## config.mk

```make
export PLATFORM = sky130hd
export DESIGN_NAME = fpio_top
export DESIGN_NICKNAME = d
export VERILOG_FILES = /design/src/fpio_pkg.sv /design/src/fpio_top.sv /design/src/fpio_sync.sv
export VERILOG_INCLUDE_DIRS = /design/src
export SDC_FILE = /design/constraint.sdc
export NUM_CORES = 1
export LEC_CHECK = 0
export ABC_AREA = 0
export BUFFER_PORTS_ARGS = -buffer_cell sky130_fd_sc_hd__buf_2
export CAP_MARGIN = 0
export CELL_PAD_IN_SITES_DETAIL_PLACEMENT = 1
export CELL_PAD_IN_SITES_GLOBAL_PLACEMENT = 1
export CORE_ASPECT_RATIO = 0.75
export CORE_MARGIN = 1
export CORE_UTILIZATION = 38
export CTS_CLUSTER_DIAMETER = 30
export DETAILED_ROUTE_END_ITERATION = 10
export PLACE_DENSITY_LB_ADDON = 0.1
export SYNTH_ARGS = -nofsm -noshare
export SYNTH_HDL_FRONTEND = slang
export SYNTH_HIERARCHICAL = 1
export SYNTH_SLANG_ARGS = --single-unit
export TNS_END_PERCENT = 1
```

## constraint.sdc

```tcl
create_clock -name clk -period 2.25 [get_ports clk]
set_input_delay 0.225 -clock clk [delete_from_list [all_inputs] [get_ports clk]]
set_output_delay 0.225 -clock clk [all_outputs]
set_load 0.005 [all_outputs]
```

## src/fpio_consts.svh

```systemverilog
// Constants for the fabric pad I/O logic: register offsets, field positions,
// reset values and counts. Included by the package users; holds definitions only.
`ifndef FPIO_CONSTS_SVH
`define FPIO_CONSTS_SVH

`define FPIO_CTRL_OFS       8'h00
`define FPIO_STATUS_OFS     8'h04

`define FPIO_CTRL_IN_REG    0
`define FPIO_CTRL_OUT_REG   1
`define FPIO_CTRL_OE_REG    2
`define FPIO_CTRL_DUAL      3
`define FPIO_CTRL_RESYNC    4
`define FPIO_CTRL_SERDES    5
`define FPIO_CTRL_DIFF      6
`define FPIO_CTRL_OUT_INV   7
`define FPIO_CTRL_IN_FALL   8
`define FPIO_CTRL_OUT_FALL  9
`define FPIO_CTRL_OE_FALL   10
`define FPIO_CTRL_W         11
`define FPIO_CTRL_RESET     11'h000

`define FPIO_ST_RX_LSB      0
`define FPIO_ST_PAD_LVL     4
`define FPIO_ST_PAD_OE      5
`define FPIO_ST_DLY_LSB     8

`define FPIO_DLY_STEPS      64
`define FPIO_DLY_INIT       6'h00

`define FPIO_RESP_OKAY      2'h0
`define FPIO_RESP_SLVERR    2'h2

`endif

```

## src/fpio_pkg.sv

```systemverilog
// Types shared by the fabric pad I/O logic.
// Assumes fpio_consts.svh is on the include path.
`include "fpio_consts.svh"

package fpio_pkg;
  typedef logic [5:0]                 fpio_dly_t;
  typedef logic [3:0]                 fpio_nib_t;
  typedef logic [`FPIO_CTRL_W-1:0]    fpio_ctrl_t;
  typedef logic [1:0]                 fpio_resp_t;
endpackage

```

## src/fpio_top.sv

```systemverilog
// Pad I/O logic for one pad pair: input, output and drive-enable paths, dual-edge
// and 1:4 serial modes, stepped input delay and an AXI4-Lite configuration slave.
// Assumes the core clocks arrive as pins and are oversampled on clk, so they must
// run well below a sixth of the clk rate.
//
// Local design decisions: the AXI4-Lite slave port and the address map.
`timescale 1ns/1ps
`include "fpio_consts.svh"

// Overview of operation
// Bit 0 normal input; dual-edge rise bit0, fall bit1.
// Core drives bit 0; dual-edge rise bit0, fall bit1.
// Deserializer: earliest bit on 0, latest on 3.
// Serializer sends bit 0 first, bit 3 last.
// Core drive enable, optionally registered, controls buffer.
// Core drives complement enable equal to primary enable.
// Transmit register clock clocks output and enable registers.
// Separate receive register clock clocks input capture.
// Serial clocks drive serializer and deserializer separately.
// Delay steps only when enabled; up or down.
// Optional delay-adjust enable activates dynamic delay.
// Delay clear returns counter to initial setting.
// High-voltage cell bypass feeds only PLL reference.
// Fast pair bypass feeds clocks, feedback, reference.
// Fast pair: two single-ended pins or one differential.
// Resync mode delays falling sample half a period.
// Each register selects rising or falling edge; only the input, output and enable registers do here.
// Output register can invert launched data.
// Delay counter has 64 steps, input only.
// Delay counter saturates at both ends.
module fpio_top
  import fpio_pkg::*;
#(
  parameter bit FAST_PAIR = 1'b1,
  parameter int ADDR_W    = 8
) (
  input  wire logic              clk,
  input  wire logic              rst_n,
  input  wire logic [ADDR_W-1:0] s_axi_awaddr,
  input  wire logic              s_axi_awvalid,
  output logic                   s_axi_awready,
  input  wire logic [31:0]       s_axi_wdata,
  input  wire logic [3:0]        s_axi_wstrb,
  input  wire logic              s_axi_wvalid,
  output logic                   s_axi_wready,
  output fpio_pkg::fpio_resp_t   s_axi_bresp,
  output logic                   s_axi_bvalid,
  input  wire logic              s_axi_bready,
  input  wire logic [ADDR_W-1:0] s_axi_araddr,
  input  wire logic              s_axi_arvalid,
  output logic                   s_axi_arready,
  output logic [31:0]            s_axi_rdata,
  output fpio_pkg::fpio_resp_t   s_axi_rresp,
  output logic                   s_axi_rvalid,
  input  wire logic              s_axi_rready,
  input  wire logic              tx_reg_clock,
  input  wire logic              rx_reg_clock,
  input  wire logic              tx_serial_clock,
  input  wire logic              rx_serial_clock,
  input  wire fpio_pkg::fpio_nib_t tx_bus,
  input  wire logic              drive_enable,
  input  wire logic              drive_enable_complement,
  output fpio_pkg::fpio_nib_t    rx_bus,
  input  wire logic              n_tx_bit,
  input  wire logic              n_drive_enable,
  output logic                   n_rx_bit,
  output logic                   bypass_tap,
  output logic                   bypass_tap_n,
  input  wire logic              delay_adjust_enable,
  input  wire logic              delay_step_up,
  input  wire logic              delay_counter_clear,
  output fpio_pkg::fpio_dly_t    delay_setting,
  input  wire logic              pad_p_i,
  output logic                   pad_p_o,
  output logic                   pad_p_oe,
  input  wire logic              pad_n_i,
  output logic                   pad_n_o,
  output logic                   pad_n_oe
);
  import fpio_pkg::*;

  localparam int IX_TXC = 0;
  localparam int IX_RXC = 1;
  localparam int IX_TXS = 2;
  localparam int IX_RXS = 3;
  localparam int IX_PP  = 4;
  localparam int IX_PN  = 5;

  function automatic logic pick_edge(input logic fall_sel, input logic rise, input logic fall);
    pick_edge = fall_sel ? fall : rise;
  endfunction

  // Pin sampling: a change counts once stages two and three agree.
  logic [5:0] s2;
  logic [5:0] s3;
  logic [5:0] lvl_q;
  logic [5:0] lvl_d;
  logic [5:0] rise;
  logic [5:0] fall;

  fpio_sync #(.W(6)) u_sync (
    .clk   (clk),
    .rst_n (rst_n),
    .din   ({pad_n_i, pad_p_i, rx_serial_clock, tx_serial_clock, rx_reg_clock, tx_reg_clock}),
    .s2    (s2),
    .s3    (s3)
  );

  always_comb begin
    lvl_d = (s2 & s3) | (lvl_q & (s2 ^ s3));
    rise  = ~lvl_q & s2 & s3;
    fall  = lvl_q & ~s2 & ~s3;
  end

  // Configuration, with serial and differential modes absent on high-voltage cells.
  fpio_ctrl_t ctrl_q;
  fpio_ctrl_t ctrl_d;
  logic       c_serdes;
  logic       c_diff;
  logic       c_dual;

  assign c_serdes = FAST_PAIR & ctrl_q[`FPIO_CTRL_SERDES];
  assign c_diff   = FAST_PAIR & ctrl_q[`FPIO_CTRL_DIFF];
  assign c_dual   = ctrl_q[`FPIO_CTRL_DUAL] & ~c_serdes;

  // Datapath state.
  fpio_nib_t rx_q;
  fpio_nib_t rx_d;
  logic      fall_smp_q;
  logic      fall_smp_d;
  fpio_nib_t des_q;
  fpio_nib_t des_d;
  fpio_nib_t ser_q;
  fpio_nib_t ser_d;
  logic      dhi_q;
  logic      dhi_d;
  logic      dlo_q;
  logic      dlo_d;
  logic      out_q;
  logic      out_d;
  logic      oe_q;
  logic      oe_d;
  logic      oen_q;
  logic      oen_d;
  logic      po_q;
  logic      po_d;
  logic      poe_q;
  logic      poe_d;
  logic      no_q;
  logic      no_d;
  logic      noe_q;
  logic      noe_d;
  logic      nrx_q;
  logic      nrx_d;
  fpio_dly_t dly_q;
  fpio_dly_t dly_d;

  logic in_edge;
  logic out_edge;
  logic oe_edge;
  logic tx_bit;

  always_comb begin
    in_edge  = pick_edge(ctrl_q[`FPIO_CTRL_IN_FALL], rise[IX_RXC], fall[IX_RXC]);
    out_edge = pick_edge(ctrl_q[`FPIO_CTRL_OUT_FALL], rise[IX_TXC], fall[IX_TXC]);
    oe_edge  = pick_edge(ctrl_q[`FPIO_CTRL_OE_FALL], rise[IX_TXC], fall[IX_TXC]);
    tx_bit   = tx_bus[0] ^ ctrl_q[`FPIO_CTRL_OUT_INV];

    rx_d       = rx_q;
    fall_smp_d = fall_smp_q;
    des_d      = des_q;
    ser_d      = ser_q;
    dhi_d      = dhi_q;
    dlo_d      = dlo_q;
    out_d      = out_q;
    oe_d       = oe_q;
    oen_d      = oen_q;
    dly_d      = dly_q;

    // Input path.
    if (c_serdes) begin
      if (rise[IX_RXS]) begin
        des_d = {lvl_q[IX_PP], des_q[3:1]};
      end
      if (rise[IX_RXC]) begin
        rx_d = des_q;
      end
    end else if (c_dual) begin
      if (ctrl_q[`FPIO_CTRL_RESYNC]) begin
        if (fall[IX_RXC]) begin
          fall_smp_d = lvl_q[IX_PP];
        end
        if (rise[IX_RXC]) begin
          rx_d = {2'h0, fall_smp_q, lvl_q[IX_PP]};
        end
      end else begin
        if (rise[IX_RXC]) begin
          rx_d[0] = lvl_q[IX_PP];
        end
        if (fall[IX_RXC]) begin
          rx_d[1] = lvl_q[IX_PP];
        end
      end
    end else if (ctrl_q[`FPIO_CTRL_IN_REG]) begin
      if (in_edge) begin
        rx_d = {3'h0, lvl_q[IX_PP]};
      end
    end else begin
      rx_d = {3'h0, lvl_q[IX_PP]};
    end

    // Output path.
    if (c_serdes) begin
      if (rise[IX_TXC]) begin
        ser_d = tx_bus ^ {4{ctrl_q[`FPIO_CTRL_OUT_INV]}};
      end else if (rise[IX_TXS]) begin
        ser_d = {1'b0, ser_q[3:1]};
      end
      out_d = ser_q[0];
    end else if (c_dual) begin
      if (rise[IX_TXC]) begin
        dhi_d = tx_bit;
        out_d = dlo_q;
      end
      if (fall[IX_TXC]) begin
        dlo_d = tx_bus[1] ^ ctrl_q[`FPIO_CTRL_OUT_INV];
        out_d = dhi_q;
      end
    end else if (ctrl_q[`FPIO_CTRL_OUT_REG]) begin
      if (out_edge) begin
        out_d = tx_bit;
      end
    end else begin
      out_d = tx_bit;
    end

    // Drive-enable path.
    if (ctrl_q[`FPIO_CTRL_OE_REG]) begin
      if (oe_edge) begin
        oe_d  = drive_enable;
        oen_d = drive_enable_complement;
      end
    end else begin
      oe_d  = drive_enable;
      oen_d = drive_enable_complement;
    end

    // Dynamic input delay: stepped once per rising edge of the receive register clock while enabled.
    if (delay_counter_clear) begin
      dly_d = `FPIO_DLY_INIT;
    end else if (FAST_PAIR && delay_adjust_enable && rise[IX_RXC]) begin
      if (delay_step_up) begin
        if (dly_q != fpio_dly_t'(`FPIO_DLY_STEPS - 1)) begin
          dly_d = dly_q + 6'h01;
        end
      end else if (dly_q != 6'h00) begin
        dly_d = dly_q - 6'h01;
      end
    end
  end

  // Pad drive: the N pin is the complement in differential mode, else its own pin.
  always_comb begin
    po_d  = out_q;
    poe_d = oe_q;
    nrx_d = lvl_q[IX_PN];
    if (c_diff) begin
      no_d  = ~out_q;
      noe_d = oen_q;
    end else begin
      no_d  = n_tx_bit;
      noe_d = n_drive_enable;
    end
  end

  always_ff @(posedge clk) begin
    if (!rst_n) begin
      lvl_q      <= '0;
      rx_q       <= '0;
      fall_smp_q <= 1'b0;
      des_q      <= '0;
      ser_q      <= '0;
      dhi_q      <= 1'b0;
      dlo_q      <= 1'b0;
      out_q      <= 1'b0;
      oe_q       <= 1'b0;
      oen_q      <= 1'b0;
      po_q       <= 1'b0;
      poe_q      <= 1'b0;
      no_q       <= 1'b0;
      noe_q      <= 1'b0;
      nrx_q      <= 1'b0;
      dly_q      <= `FPIO_DLY_INIT;
    end else begin
      lvl_q      <= lvl_d;
      rx_q       <= rx_d;
      fall_smp_q <= fall_smp_d;
      des_q      <= des_d;
      ser_q      <= ser_d;
      dhi_q      <= dhi_d;
      dlo_q      <= dlo_d;
      out_q      <= out_d;
      oe_q       <= oe_d;
      oen_q      <= oen_d;
      po_q       <= po_d;
      poe_q      <= poe_d;
      no_q       <= no_d;
      noe_q      <= noe_d;
      nrx_q      <= nrx_d;
      dly_q      <= dly_d;
    end
  end

  assign rx_bus        = rx_q;
  assign pad_p_o       = po_q;
  assign pad_p_oe      = poe_q;
  assign pad_n_o       = no_q;
  assign pad_n_oe      = noe_q;
  assign n_rx_bit      = nrx_q;
  assign delay_setting = dly_q;
  // The bypass taps skip all capture registers; only the sampling flops remain.
  // Which network they feed is fixed by routing outside this block.
  assign bypass_tap    = lvl_q[IX_PP];
  assign bypass_tap_n  = FAST_PAIR & lvl_q[IX_PN];

  // AXI4-Lite slave: address and data are taken in either order, one write at a time.
  logic              awh_q;
  logic              awh_d;
  logic              wh_q;
  logic              wh_d;
  logic [ADDR_W-1:0] awa_q;
  logic [ADDR_W-1:0] awa_d;
  logic [31:0]       wd_q;
  logic [31:0]       wd_d;
  logic [3:0]        ws_q;
  logic [3:0]        ws_d;
  logic              bv_q;
  logic              bv_d;
  fpio_resp_t        br_q;
  fpio_resp_t        br_d;
  logic              rv_q;
  logic              rv_d;
  fpio_resp_t        rr_q;
  fpio_resp_t        rr_d;
  logic [31:0]       rd_q;
  logic [31:0]       rd_d;
  logic [31:0]       status;

  always_comb begin
    status = 32'h0;
    status[`FPIO_ST_RX_LSB +: 4] = rx_q;
    status[`FPIO_ST_PAD_LVL]     = lvl_q[IX_PP];
    status[`FPIO_ST_PAD_OE]      = poe_q;
    status[`FPIO_ST_DLY_LSB +: 6] = dly_q;
  end

  always_comb begin
    awh_d  = awh_q;
    wh_d   = wh_q;
    awa_d  = awa_q;
    wd_d   = wd_q;
    ws_d   = ws_q;
    bv_d   = bv_q;
    br_d   = br_q;
    rv_d   = rv_q;
    rr_d   = rr_q;
    rd_d   = rd_q;
    ctrl_d = ctrl_q;
    if (s_axi_awvalid && !awh_q) begin
      awh_d = 1'b1;
      awa_d = s_axi_awaddr;
    end
    if (s_axi_wvalid && !wh_q) begin
      wh_d = 1'b1;
      wd_d = s_axi_wdata;
      ws_d = s_axi_wstrb;
    end
    if (bv_q && s_axi_bready) begin
      bv_d = 1'b0;
    end
    if (awh_q && wh_q && !bv_q) begin
      awh_d = 1'b0;
      wh_d  = 1'b0;
      bv_d  = 1'b1;
      br_d  = `FPIO_RESP_OKAY;
      if (awa_q == ADDR_W'(`FPIO_CTRL_OFS)) begin
        if (ws_q[0]) begin
          ctrl_d[7:0] = wd_q[7:0];
        end
        if (ws_q[1]) begin
          ctrl_d[`FPIO_CTRL_W-1:8] = wd_q[`FPIO_CTRL_W-1:8];
        end
      end else if (awa_q != ADDR_W'(`FPIO_STATUS_OFS)) begin
        br_d = `FPIO_RESP_SLVERR;
      end
    end
    if (rv_q && s_axi_rready) begin
      rv_d = 1'b0;
    end
    if (s_axi_arvalid && !rv_q) begin
      rv_d = 1'b1;
      rr_d = `FPIO_RESP_OKAY;
      if (s_axi_araddr == ADDR_W'(`FPIO_CTRL_OFS)) begin
        rd_d = {{(32 - `FPIO_CTRL_W){1'b0}}, ctrl_q};
      end else if (s_axi_araddr == ADDR_W'(`FPIO_STATUS_OFS)) begin
        rd_d = status;
      end else begin
        rd_d = 32'h0;
        rr_d = `FPIO_RESP_SLVERR;
      end
    end
  end

  always_ff @(posedge clk) begin
    if (!rst_n) begin
      awh_q  <= 1'b0;
      wh_q   <= 1'b0;
      awa_q  <= '0;
      wd_q   <= 32'h0;
      ws_q   <= 4'h0;
      bv_q   <= 1'b0;
      br_q   <= `FPIO_RESP_OKAY;
      rv_q   <= 1'b0;
      rr_q   <= `FPIO_RESP_OKAY;
      rd_q   <= 32'h0;
      ctrl_q <= `FPIO_CTRL_RESET;
    end else begin
      awh_q  <= awh_d;
      wh_q   <= wh_d;
      awa_q  <= awa_d;
      wd_q   <= wd_d;
      ws_q   <= ws_d;
      bv_q   <= bv_d;
      br_q   <= br_d;
      rv_q   <= rv_d;
      rr_q   <= rr_d;
      rd_q   <= rd_d;
      ctrl_q <= ctrl_d;
    end
  end

  assign s_axi_awready = ~awh_q;
  assign s_axi_wready  = ~wh_q;
  assign s_axi_bvalid  = bv_q;
  assign s_axi_bresp   = br_q;
  assign s_axi_arready = ~rv_q;
  assign s_axi_rvalid  = rv_q;
  assign s_axi_rresp   = rr_q;
  assign s_axi_rdata   = rd_q;
endmodule

```

## src/fpio_sync.sv

```systemverilog
// Three-flop synchroniser for pins and foreign clocks sampled on clk.
// Assumes one clock; the first stage is read only by the second.
`timescale 1ns/1ps

module fpio_sync #(
  parameter int W = 1
) (
  input  wire logic         clk,
  input  wire logic         rst_n,
  input  wire logic [W-1:0] din,
  output logic      [W-1:0] s2,
  output logic      [W-1:0] s3
);
  logic [W-1:0] s1_q;
  logic [W-1:0] s2_q;
  logic [W-1:0] s3_q;
  logic [W-1:0] s1_d;
  logic [W-1:0] s2_d;
  logic [W-1:0] s3_d;

  always_comb begin
    s1_d = din;
    s2_d = s1_q;
    s3_d = s2_q;
  end

  always_ff @(posedge clk) begin
    if (!rst_n) begin
      s1_q <= '0;
      s2_q <= '0;
      s3_q <= '0;
    end else begin
      s1_q <= s1_d;
      s2_q <= s2_d;
      s3_q <= s3_d;
    end
  end

  assign s2 = s2_q;
  assign s3 = s3_q;
endmodule

```

==> results by group <==
Outcome
  – Outcome: completed

Synthesis
  – Seq/Total Area, Yosys: approximately 47%
  – Syn. warnings: 6
  – Compound-Gate Fraction of Synth Area: a little under an eighth
  – Adder-cell share of the synthesized area: ~3.3%
  – Synth unique cells: 60
  – Post-Synth XOR/XNOR Area: between 1 and 1.5%
  – Async SR Flop Fraction: 0%
  – Top-area cell type share of the netlist area: between 40% and 50%
  – Synth top area cells: dfxtp_1 (47%), mux2i_1 (7.9%), nor2_1 (5.7%), a21oi_1 (4.7%), nand2_1 (4.4%)
  – Main flop type after synthesis: dfxtp_1
  – Cell accounting for the most synthesized area: dfxtp_1
  – Syn Std Cell Area: around 0.0044 mm²
  – Yosys reg bits: roughly 110
  – Mux cell area share after synthesis: under 10%
  – Largest family of logic cells by synthesized area: simple AND/OR/NAND/NOR gates
  – Simple-Gate Fraction of Synth Area: a little over a fifth
  – Gate Count Post-Synth: approximately 480
  – Syn_area_per_cell: 9.216 µm²
  – EDFF count, synth: 0

Worst setup path
  – Crit path DAT: between 2 and 2.5 ns
  – Req. time, crit path: about 2.5 ns
  – Critical Path Source: delay_setting[4]
  – Crit path kind: register to register
  – Crit-path max FO: 6
  – R2r startpoint: delay_setting[4]
  – Startpoint class of the critical path: register
  – Setup crit end kind: register

Routing
  – DR DRC count: 0
  – Vias: 3,572
  – Final ANT Viol Nets: 0
  – WL per Instance: 15.16 µm
  – Via/cell ratio: between 5 and 6
  – DR iter-0 viols: 140
  – DR pass1 iterations: 4
  – WL final: 10,790 µm

STA
  – Max-slew violation count: 0
  – Final setup violation count: 0
  – Worst Tran Pin Value: 0.7164 ns
  – Setup_tns: 0 ns
  – Fmax: about 520 MHz
  – Post-route setup slack: between 0.3 and 0.4 ns
  – Period utilisation layout: 86.21%
  – Final Skew: around 0.0085 ns
  – Post-layout minimum cycle time: 1.940 ns
  – Number of hold violations in the final report: 0
  – RSZ-0062 raised after global routing: false
  – Slew HR: a little over half

Global routing
  – Initial antenna violation count: 0
  – First-pass GRT wire length: ~18,000 µm
  – Busiest grt layer: met2
  – Met2 global-route usage: 30.20%
  – Global route overflow: 0
  – Met3 Track Usage GR: approximately 4.8%
  – Vias in the first global route: roughly 3,500
  – Met1 usage: approximately a quarter
  – GRT Util Overall: between 10% and 20%
  – Largest net degree at the start of global routing: 38

Clock tree
  – Post_cts resized: 0
  – Post-CTS setup buffers: 0
  – Clock sinks: between 100 and 150
  – CTS buffer count: 9
  – Hold_buf cts: 0
  – CTS tree: yes
  – Max clock buf depth: 2
  – H-tree depth: 3
  – Clk pin slew, worst setup/hold paths: 0.07 ns
  – CTS root buf: clkbuf_16
  – Clock Latency Late Sink: 0.35 ns

Place
  – Worst Setup Slack post-DPL: around 0.15 ns
  – PortBufs: 90
  – Gpl congestion: between 0.7 and 0.8
  – Placed wire-length estimate: between 7000 and 8000 µm

Power and ir drop
  – Power per cell area: approximately 730 mW/mm²
  – Peak supply drop: between 0.4 and 0.5 mV
  – Pleak: about 2.4 nW

Floorplanning
  – Starting density of the core: roughly two fifths
  – Chip Width: 126.7 µm
  – Number of I/O pins: 134
  – Row Count: 33
  – Full die area: roughly 0.012 mm²
  – Die H: between 90 and 100 µm
  – CORE AREA: between 0.01 and 0.015 mm²

Final layout
  – Share of cells above drive strength 1: about 25%
  – Filler instances: about 1,300
  – Area Overhead vs Synth: 18.77%
  – # diodes: 0
  – Final nets: ~650

Hold path
  – HP Start: s_axi_rready
  – Hold Crit Class: input pin to register

Flow run
  – Max Cap Violations: 0
## cell type report
| cell class | count | area (µm²) | share of cell area (%) |
|---|---|---|---|
| Tap cell | 140 | 175.2 | 3.327 |
| Timing Repair Buffer | 95 | 500.5 | 9.506 |
| Multi-Input combinational cell | 346 | 2132 | 40.49 |
| Sequential cell | 105 | 2102 | 39.92 |
| Inverter | 10 | 37.54 | 0.7129 |
| Clock inverter | 5 | 65.06 | 1.236 |
| Clock buffer | 11 | 252.7 | 4.800 |
## Yosys cell counts (all sizes together) (3+ instances only)
master / instances
dfxtp: 105
nor2: 68
nand2: 53
a21oi: 42
mux2i: 35
and2: 26
buf: 26
a22oi: 14
clkbuf: 13
ha: 10
inv: 10
o21ai: 10
a211oi: 6
xnor2: 6
nand2b: 5
nand3: 5
nor2b: 5
nor4: 4
a311oi: 3
and3b: 3
nand3b: 3
or4: 3
## power by group
part           leakage [nW]  internal (mW)  switching (mW)  total [mW]
combinational          1.35          0.110           0.139       0.249
sequential            0.855           1.91          0.0310        1.94
clock                 0.158          0.940           0.715        1.65
## layout by cell type (no fill, tap or decap), types with 2 or more instances in the layout
| cell | count |
|---|---|
| xnor2_1 | 6 |
| or4_1 | 2 |
| and2_1 | 12 |
| nand2_1 | 52 |
| a22oi_1 | 14 |
| and2_2 | 14 |
| clkbuf_16 | 9 |
| buf_4 | 4 |
| clkbuf_8 | 2 |
| mux2i_1 | 35 |
| and3b_1 | 2 |
| ha_1 | 10 |
| inv_2 | 2 |
| a21oi_1 | 42 |
| o21ai_1 | 4 |
| nand2b_1 | 5 |
| nand3_1 | 3 |
| a311oi_1 | 2 |
| nor2_1 | 67 |
| o21ai_0 | 6 |
| dfxtp_1 | 105 |
| nor2b_1 | 5 |
| conb_1 | 20 |
| inv_1 | 8 |
| a211oi_1 | 6 |
| nor3b_2 | 2 |
| nand3b_1 | 3 |
| a21o_1 | 2 |
| buf_2 | 90 |
| o22ai_1 | 2 |
| inv_6 | 4 |
| nor4_1 | 2 |
## through the flow
step	instances	total power, mW	util [%]	hold WS (ns)	area, µm²
2_1_floorplan	500	2.150	-	0.3240	4504
3_3_place_gp	696	2.224	44.38	0.4132	4947
3_5_place_dp	696	2.234	44.38	0.4129	4947
4_1_cts	712	3.899	47.23	0.04500	5265
5_1_grt	712	4.012	47.23	0.06656	5265
6_report	712	3.843	47.23	0.05616	5265
## sequential cells by signal, summed over array words and instances (netlist names), 6 cells and up
signal / flops
u_sync/s1_q: 6
u_sync/s2: 6
awa_q: 8
u_sync/s3: 6
lvl_q: 6
ctrl_q: 11
delay_setting: 6
wd_q: 11
s_axi_rdata: 14
## critical path, stage by stage (launching register included)
cell and delay (ns):
dfxtp_1 0.44, ha_1 0.32, a21oi_1 0.15, o21ai_0 0.08
or4_1 0.42, a311oi_2 0.25, mux2i_1 0.21
## metal layers
| metal | part of all wire [%] | wire length [µm] |
|---|---|---|
| met1 | 51 | 5458 |
| met2 | 44 | 4714 |
| met3 | 4.8 | 519 |
| met4 | 0.92 | 99 |
| met5 | 0 | 0 |
## worst paths after layout
path | endpoint | slack (ns) | cells after the start
max | delay_setting[5] | 0.31 | 6
min | s_axi_rvalid | 0.06 | 2
max reg2reg | delay_setting[5] | 0.31 | 6
min reg2reg | u_sync/s2[4] | 0.44 | 1
## logic make-up (layout without fill, tap and decap cells)
logic type,Yosys count,count (layout)
AOI/OAI and AO/OA,85,85
xor gates and xnor gates,7,7
buffers and inverters,49,121
and+or+nand+nor,186,186
DFF,105,105
adders and majority gates,11,11
other,1,20
muxes,37,37
Power figures use the tool's default switching activity.
